## config.mk

```make
export PLATFORM = sky130hd
export DESIGN_NAME = tsd_decoder
export DESIGN_NICKNAME = d
export VERILOG_FILES = /design/src/common/tsd_pkg.sv /design/src/design/tsd_lat_calc.sv /design/src/design/tsd_decoder.sv
export VERILOG_INCLUDE_DIRS = /design/src /design/src/common
export SDC_FILE = /design/constraint.sdc
export NUM_CORES = 1
export LEC_CHECK = 0
export BUFFER_PORTS_ARGS = -buffer_cell sky130_fd_sc_hd__buf_4
export CORE_MARGIN = 10
export CORE_UTILIZATION = 40
export CTS_CLUSTER_SIZE = 16
export DETAILED_ROUTE_END_ITERATION = 6
export PLACE_DENSITY = 0.78
export SKIP_LAST_GASP = 1
export SLEW_MARGIN = 15
export SYNTH_ARGS = -nofsm -noshare
export SYNTH_HDL_FRONTEND = slang
export SYNTH_SLANG_ARGS = --single-unit
```

## constraint.sdc

```tcl
create_clock -name clk_sys -period 0.88 [get_ports clk_sys]
set_input_delay 0.044 -clock clk_sys [delete_from_list [all_inputs] [get_ports clk_sys]]
set_output_delay 0.044 -clock clk_sys [all_outputs]
set_load 0.1 [all_outputs]
```

## src/common/tsd_defines.svh

```systemverilog
// Opcode encodings, field positions, flag mask layout and clock counts for the test/scan decoder
`ifndef TSD_DEFINES_SVH
`define TSD_DEFINES_SVH

// Opcode bytes
`define TSD_OPC_ESC         8'h0F
`define TSD_OPC_GRP_IMM     8'hBA
`define TSD_OPC_BT_REG      8'hA3
`define TSD_OPC_BTC_REG     8'hBB
`define TSD_OPC_BTR_REG     8'hB3
`define TSD_OPC_FWD_SCAN    8'hBC
`define TSD_OPC_REV_SCAN    8'hBD
`define TSD_OPC_BOUND       8'h62
`define TSD_OPC_PRIV_ADJ    8'h63
`define TSD_OPC_AND_RM_HI   6'h08
`define TSD_OPC_AND_ACC_HI  7'h12
`define TSD_OPC_GRP8_HI     6'h20

// ModR/M reg field selectors
`define TSD_REG_AND         3'h4
`define TSD_REG_TEST        3'h4
`define TSD_REG_SET         3'h5
`define TSD_REG_CLEAR       3'h6
`define TSD_REG_COMPLEMENT  3'h7
`define TSD_MOD_REGISTER    2'h3

// Flag mask bit positions
`define TSD_FLAG_OF         8
`define TSD_FLAG_DF         7
`define TSD_FLAG_IF         6
`define TSD_FLAG_TF         5
`define TSD_FLAG_SF         4
`define TSD_FLAG_ZF         3
`define TSD_FLAG_AF         2
`define TSD_FLAG_PF         1
`define TSD_FLAG_CF         0
`define TSD_MASK_NONE       9'h000
`define TSD_MASK_CARRY      9'h001
`define TSD_MASK_ZERO       9'h008
`define TSD_MASK_AND        9'h11F

// Clock counts (register operand / memory operand)
`define TSD_LAT_AND         8'h01
`define TSD_LAT_BT_IMM      8'h01
`define TSD_LAT_BT_REG      8'h01
`define TSD_LAT_BT_MEM      8'h07
`define TSD_LAT_BTX_IMM     8'h02
`define TSD_LAT_BTX_REG     8'h02
`define TSD_LAT_BTX_MEM     8'h08
`define TSD_LAT_SCAN_REG    8'h04
`define TSD_LAT_FWD_MEM     8'h09
`define TSD_LAT_REV_MEM     8'h0B
`define TSD_LAT_BOUND_IN    8'h07
`define TSD_LAT_BOUND_OUT   8'h08
`define TSD_LAT_PRIV_ADJ    8'h09
`define TSD_VEC_BOUND       8'h05

// Reset values
`define TSD_RST_LAT         8'h00
`define TSD_RST_VEC         8'h00

`endif

```

## src/common/tsd_pkg.sv

```systemverilog
// Types shared by the test/scan decoder modules
package tsd_pkg;

   typedef enum logic [3:0] {
      OP_NONE                   = 4'b0000,
      OP_AND                    = 4'b0001,
      OP_BIT_TEST               = 4'b0010,
      OP_BIT_TEST_COMPLEMENT    = 4'b0011,
      OP_BIT_TEST_CLEAR         = 4'b0100,
      OP_BIT_TEST_SET           = 4'b0101,
      OP_FORWARD_BIT_SCAN       = 4'b0110,
      OP_REVERSE_BIT_SCAN       = 4'b0111,
      OP_BOUND_CHECK            = 4'b1000,
      OP_PRIVILEGE_ADJUST       = 4'b1001,
      OP_INVALID                = 4'b1010
   } tsd_op_t;

   typedef struct packed {
      logic [7:0] opc0;
      logic [7:0] opc1;
      logic [7:0] modrm;
   } tsd_instr_t;

   typedef struct packed {
      tsd_op_t    op;
      logic [8:0] flag_mask;
      logic [7:0] latency;
      logic       trap;
      logic [7:0] vector;
   } tsd_dec_t;

   typedef struct packed {
      logic [7:0] lat_reg;
      logic [7:0] lat_mem;
      logic       add_n;
      logic [8:0] flag_mask;
   } tsd_info_t;

endpackage

```

## src/design/tsd_lat_calc.sv

```systemverilog
// Latency selector: register or memory count, plus the scanned bit count where it applies
`timescale 1ns/1ps
`include "tsd_defines.svh"

module tsd_lat_calc
   import tsd_pkg::*;
(
   // Selection inputs
   input  wire tsd_info_t  info,
   input  wire logic       is_mem,
   input  wire logic [5:0] scan_count,
   // Result
   output logic      [7:0] latency
);

   // Scan count only extends the memory-operand figure, so register cases stay fixed
   wire logic [7:0] scan_add = info.add_n ? {2'b00, scan_count} : 8'h00;
   wire logic [7:0] mem_lat  = 8'(info.lat_mem + scan_add);

   assign latency = is_mem ? mem_lat : info.lat_reg;

endmodule // tsd_lat_calc

```

## src/design/tsd_decoder.sv

```systemverilog
// Decoder for AND, bound check, privilege adjust, bit scan and bit test instructions
`timescale 1ns/1ps
`include "tsd_defines.svh"

module tsd_decoder
   import tsd_pkg::*;
(
   // Clock and reset
   input  wire logic       clk_sys,
   input  wire logic       arst_n,
   // Instruction from fetch
   input  wire logic       in_valid,
   input  wire tsd_instr_t in_instr,
   input  wire logic       mode_prot,
   input  wire logic       bound_out_of_range,
   input  wire logic [5:0] scan_count,
   // Decoded operation to pipeline
   output logic            dec_valid,
   output tsd_dec_t        dec_out
);

   // Field helpers used by several decode terms
   function automatic logic [2:0] modrm_reg(input logic [7:0] modrm);
      return modrm[5:3];
   endfunction

   function automatic logic operand_is_mem(input logic [7:0] modrm);
      return modrm[7:6] != `TSD_MOD_REGISTER;
   endfunction

   // Per-operation table of counts and flag masks
   function automatic tsd_info_t op_info(input tsd_op_t op, input logic oor, input logic imm);
      tsd_info_t i;
      i = '{lat_reg: `TSD_RST_LAT, lat_mem: `TSD_RST_LAT, add_n: 1'b0, flag_mask: `TSD_MASK_NONE};
      unique case (op)
         OP_AND: begin
            i = '{`TSD_LAT_AND, `TSD_LAT_AND, 1'b0, `TSD_MASK_AND};
         end
         OP_BIT_TEST: begin
            if (imm) begin
               i = '{`TSD_LAT_BT_IMM, `TSD_LAT_BT_IMM, 1'b0, `TSD_MASK_CARRY};
            end else begin
               i = '{`TSD_LAT_BT_REG, `TSD_LAT_BT_MEM, 1'b0, `TSD_MASK_CARRY};
            end
         end
         OP_BIT_TEST_COMPLEMENT, OP_BIT_TEST_CLEAR, OP_BIT_TEST_SET: begin
            if (imm) begin
               i = '{`TSD_LAT_BTX_IMM, `TSD_LAT_BTX_IMM, 1'b0, `TSD_MASK_CARRY};
            end else begin
               i = '{`TSD_LAT_BTX_REG, `TSD_LAT_BTX_MEM, 1'b0, `TSD_MASK_CARRY};
            end
         end
         OP_FORWARD_BIT_SCAN: begin
            i = '{`TSD_LAT_SCAN_REG, `TSD_LAT_FWD_MEM, 1'b1, `TSD_MASK_ZERO};
         end
         OP_REVERSE_BIT_SCAN: begin
            i = '{`TSD_LAT_SCAN_REG, `TSD_LAT_REV_MEM, 1'b1, `TSD_MASK_ZERO};
         end
         OP_BOUND_CHECK: begin
            i.lat_reg = oor ? `TSD_LAT_BOUND_OUT : `TSD_LAT_BOUND_IN;
            i.lat_mem = i.lat_reg;
         end
         OP_PRIVILEGE_ADJUST: begin
            i = '{`TSD_LAT_PRIV_ADJ, `TSD_LAT_PRIV_ADJ, 1'b0, `TSD_MASK_ZERO};
         end
         OP_NONE, OP_INVALID: begin
            i = '{`TSD_RST_LAT, `TSD_RST_LAT, 1'b0, `TSD_MASK_NONE};
         end
         default: begin
            i = '{`TSD_RST_LAT, `TSD_RST_LAT, 1'b0, `TSD_MASK_NONE};
         end
      endcase
      return i;
   endfunction

   // Opcode field extraction
   wire logic [2:0] sub_op  = modrm_reg(in_instr.modrm);
   wire logic       is_mem  = operand_is_mem(in_instr.modrm);
   wire logic       esc     = in_instr.opc0 == `TSD_OPC_ESC;
   wire logic       esc_grp = esc && (in_instr.opc1 == `TSD_OPC_GRP_IMM);

   // AND forms: 20-23 register/memory, 24-25 accumulator, 80-83 with reg field 100
   wire logic hit_and = (in_instr.opc0[7:2] == `TSD_OPC_AND_RM_HI)
                     || (in_instr.opc0[7:1] == `TSD_OPC_AND_ACC_HI)
                     || ((in_instr.opc0[7:2] == `TSD_OPC_GRP8_HI) && (sub_op == `TSD_REG_AND));

   // Bit test family, immediate and register-indexed
   wire logic hit_bt_imm  = esc_grp && (sub_op == `TSD_REG_TEST);
   wire logic hit_btc_imm = esc_grp && (sub_op == `TSD_REG_COMPLEMENT);
   wire logic hit_btr_imm = esc_grp && (sub_op == `TSD_REG_CLEAR);
   wire logic hit_bts_imm = esc_grp && (sub_op == `TSD_REG_SET);
   wire logic hit_bt_reg  = esc && (in_instr.opc1 == `TSD_OPC_BT_REG);
   wire logic hit_btc_reg = esc && (in_instr.opc1 == `TSD_OPC_BTC_REG);
   wire logic hit_btr_reg = esc && (in_instr.opc1 == `TSD_OPC_BTR_REG);
   wire logic hit_imm     = hit_bt_imm || hit_btc_imm || hit_btr_imm || hit_bts_imm;

   // Scans, bound check and privilege adjust
   wire logic hit_fwd   = esc && (in_instr.opc1 == `TSD_OPC_FWD_SCAN);
   wire logic hit_rev   = esc && (in_instr.opc1 == `TSD_OPC_REV_SCAN);
   wire logic hit_bound = in_instr.opc0 == `TSD_OPC_BOUND;
   wire logic hit_priv  = in_instr.opc0 == `TSD_OPC_PRIV_ADJ;

   // Operation select; privilege adjust outside protected mode is flagged invalid
   wire tsd_op_t op_sel =
        hit_and                     ? OP_AND :
        (hit_bt_imm || hit_bt_reg)  ? OP_BIT_TEST :
        (hit_btc_imm || hit_btc_reg)? OP_BIT_TEST_COMPLEMENT :
        (hit_btr_imm || hit_btr_reg)? OP_BIT_TEST_CLEAR :
        hit_bts_imm                 ? OP_BIT_TEST_SET :
        hit_fwd                     ? OP_FORWARD_BIT_SCAN :
        hit_rev                     ? OP_REVERSE_BIT_SCAN :
        hit_bound                   ? OP_BOUND_CHECK :
        hit_priv                    ? (mode_prot ? OP_PRIVILEGE_ADJUST : OP_INVALID) :
                                      OP_NONE;

   wire tsd_info_t  info_sel  = op_info(op_sel, bound_out_of_range, hit_imm);
   wire logic       trap_sel  = (op_sel == OP_BOUND_CHECK) && bound_out_of_range;
   wire logic [7:0] vec_sel   = trap_sel ? `TSD_VEC_BOUND : `TSD_RST_VEC;
   // Immediate forms never use the memory figure of the register-indexed variant
   wire logic       mem_sel   = is_mem && !hit_imm;
   wire logic [7:0] lat_sel;

   // Register or memory count selection
   tsd_lat_calc u_lat (
      .info       (info_sel),
      .is_mem     (mem_sel),
      .scan_count (scan_count),
      .latency    (lat_sel)
   );

   // Next state: the whole decode word moves as one, so nothing arrives out of step
   tsd_dec_t dec_next;
   assign dec_next = '{op: op_sel, flag_mask: info_sel.flag_mask, latency: lat_sel,
                       trap: trap_sel, vector: vec_sel};

   tsd_dec_t dec_reg;
   logic     dec_valid_reg;

   // Decode register: one cycle from taken instruction to result
   always_ff @(posedge clk_sys or negedge arst_n) begin
      if (!arst_n) begin
         dec_valid_reg <= 1'b0;
         dec_reg       <= '{op: OP_NONE, flag_mask: `TSD_MASK_NONE, latency: `TSD_RST_LAT,
                            trap: 1'b0, vector: `TSD_RST_VEC};
      end else begin
         dec_valid_reg <= in_valid;
         if (in_valid) begin
            dec_reg <= dec_next;
         end
      end
   end

   assign dec_valid = dec_valid_reg;
   assign dec_out   = dec_reg;
endmodule // tsd_decoder

```

==> impl_metrics.csv <==
group,metric,value,unit
yosys,ys_warn_count,0,
yosys,async_flop_share,100,%
timing,min_period_over_period,306,%
power_and_ir_drop,vdd_drop_max,0.000402,V
yosys,ys_types,44,
finish,areaGrowthSynthToFinish,94.9,%
finish,final_cell_mix,"80 x buf_4, 20 x buf_12, 16 x nand2_1",
drt,vias,1694,
floorplanning,die_h,78.6,um
finish,final_cells,315,
yosys,ys_seq_area_share,29.2,%
min_path,min_path_type,"input pin to flop",
yosys,dominantRegCellSynth,"dfrtp_1",
timing,rsz0062_at_grt,"yes",
timing,skew,0,ns
floorplanning,core.rowCount,21,
timing,drv_slew,0,
worst_setup_path,start_kind,"input pin",
flow_run,drv_cap,0,
yosys,syn_area,1370,um^2
min_path,worstHoldStart,"scan_count[4]",
power_and_ir_drop,leakage,0.00124,uW
global_routing,grt_usage,15.6,%
placed_design,gp_congestion,0.910,
power_and_ir_drop,p_per_area,822,nW/um^2
clock_network,clockRootBuffer,"clkbuf_4",
drt,via_per_inst,5.38,
worst_setup_path,worstPathMaxFanout,3,
worst_setup_path,cp_data_arrival_time,2.87,ns
clock_network,h-tree-depth,1,
drt,drc,0,
yosys,synth_edf_count,0,
drt,drt-total-wl,5730,um
power_and_ir_drop,finalPower,2200,uW
yosys,synth_cells,164,
finish,largest_register_ffs,15,
status,status,"complete, but fails checks",
finish,nNetsFinal,311,
global_routing,grt_pass1_vias,1722,
drt,wire_per_inst,18.2,um
finish,layout_commonest_cell,"buf_4",
floorplanning,core-area,3340,um^2
status,violations,"setup timing",
global_routing,grt_overflow,0,
timing,whs,0.0262,ns
clock_network,clk-insertion-delay-late,0.30,ns
placed_design,dp_hpwl,3440,um
timing,fin_ws,-1.81,ns
yosys,ys_ff_latch,16,
placed_design,portBuffers,52,
global_routing,grt_max_degree,17,
clock_network,cts_tree,"built",
global_routing,grt_pass1_wl,8060,um
worst_setup_path,endpoint_kind,"flop",
timing,max_freq,0.372,GHz
worst_setup_path,r2r-start,"dec_out[9]",
drt,drt_pass1_iterations,4,
finish,insertedDiodeCount,0,
floorplanning,pin_count,66,
clock_network,clk_pin_slew_worst_paths,0.09,ns
placed_design,dp.cells,293,
timing,finalHoldViolCount,0,
clock_network,numCtsBuffers,3,
worst_setup_path,criticalPathCategory,"input pin to flop",
drt,antenna_left,0,
clock_network,clockBufferDepth,2,
yosys,avgSynthCellArea,8.36,um^2
worst_setup_path,cp.required,1.06,ns
global_routing,antenna_found_initial,0,
floorplanning,die_area,6170,um^2
worst_setup_path,crit_start,"in_instr[21]",
drt,first_iter_violations,222,
floorplanning,die_w,78.6,um
finish,drive_gt1_share,61.0,%
clock_network,cts.sinks,16,
timing,period_minus_slack,2.69,ns
floorplanning,start_util,41.1,%
timing,finalSetupViolCount,36,
worst paths after layout:
kind,endpoint,slack [ns],cells past startpoint
setup / recovery,dec_out[11],-1.81,14
hold / removal,dec_out[15],0.03,3
setup reg to reg,dec_out[9],-0.12,3
hold reg to reg,dec_out[13],0.58,1
max in group asynchronous,dec_out[29],0.54,2
min in group asynchronous,dec_out[0],0.14,2
what timing repair did:
| item | CTS | global route |
|---|---|---|
| hold buffers | 2 | 0 |
| buffers inserted | 15 | 6 |
| resized for setup | 71 | 23 |
| endpoints found under the hold margin | 17 | 0 |
| pin swaps | 14 | 12 |
| setup endpoints to repair | 36 | 36 |
kinds of logic (layout without fill, tap and decap cells):
logic type / after synthesis / after routing / synth area share (%)
AOI/OAI and AO/OA: 38 / 38 / 20.0
xor gates and xnor gates: 6 / 6 / 3.83
adders and majority gates: 5 / 5 / 5.11
buffers and inverters: 27 / 123 / 12.6
DFF: 16 / 16 / 29.2
muxes: 3 / 3 / 2.28
other: 1 / 10 / 0.273
and+or+nand+nor: 68 / 68 / 26.7
stage by stage:
| step | util [%] | setup WS, ns | area (um^2) | setup TNS, ns |
|---|---|---|---|---|
| 4_1_cts | 76.6 | -1.62 | 2560 | -16.32 |
| 6_report | 80.1 | -1.81 | 2670 | -18.01 |
| 3_3_place_gp | 63.0 | -1.91 | 2100 | -18.10 |
| 5_1_grt | 80.1 | -1.86 | 2670 | -19.36 |
| 2_1_floorplan | - | -1.75 | 1550 | -15.03 |
| 3_5_place_dp | 63.0 | -1.92 | 2100 | -18.50 |
routing by layer:
metal	share of wire [%]	GRT usage (%)
met4	2.4	5.38
met5	0	0
met2	53	28.6
met3	7.1	2.39
met1	38	17.9
Yosys cell counts (5+ instances only):
cell type	n	area share [%]
a21oi_1	11	4.0
buf_4	15	8.2
dfrtp_1	16	29
inv_1	6	1.6
nand2_1	17	4.7
nand2b_1	5	2.3
nor2_1	16	4.4
nor2b_1	5	2.3
o21ai_0	6	2.2
xnor2_1	5	3.2
power by group:
part	internal, uW	switching (uW)	leakage, uW
Combinational	358	625	0.00104
Clock	160	256	0.0000138
Sequential	764	34.0	0.000188
Total	1280	915	0.00124
area by class of cell:
cell class | instances | area [um^2]
clock buffers | 3 | 22.5
fillers | 184 | 664
inverters | 6 | 22.5
multi-input cells | 130 | 982
flip-flops and latches | 16 | 428
well taps | 46 | 57.6
repair buffers | 114 | 1160
worst max-delay path: stages:
cell	delay, ns
buf_6	0.09
or4b_4	0.54
or4_4	0.58
nor2_4	0.16
buf_6	0.12
nor2_4	0.03
nand2_1	0.12
ha_4	0.16
inv_2	0.04
fa_2	0.36
buf_4	0.15
xnor2_2	0.13
mux2i_1	0.21
a21oi_1	0.13
(Power assumes the default switching activity.)
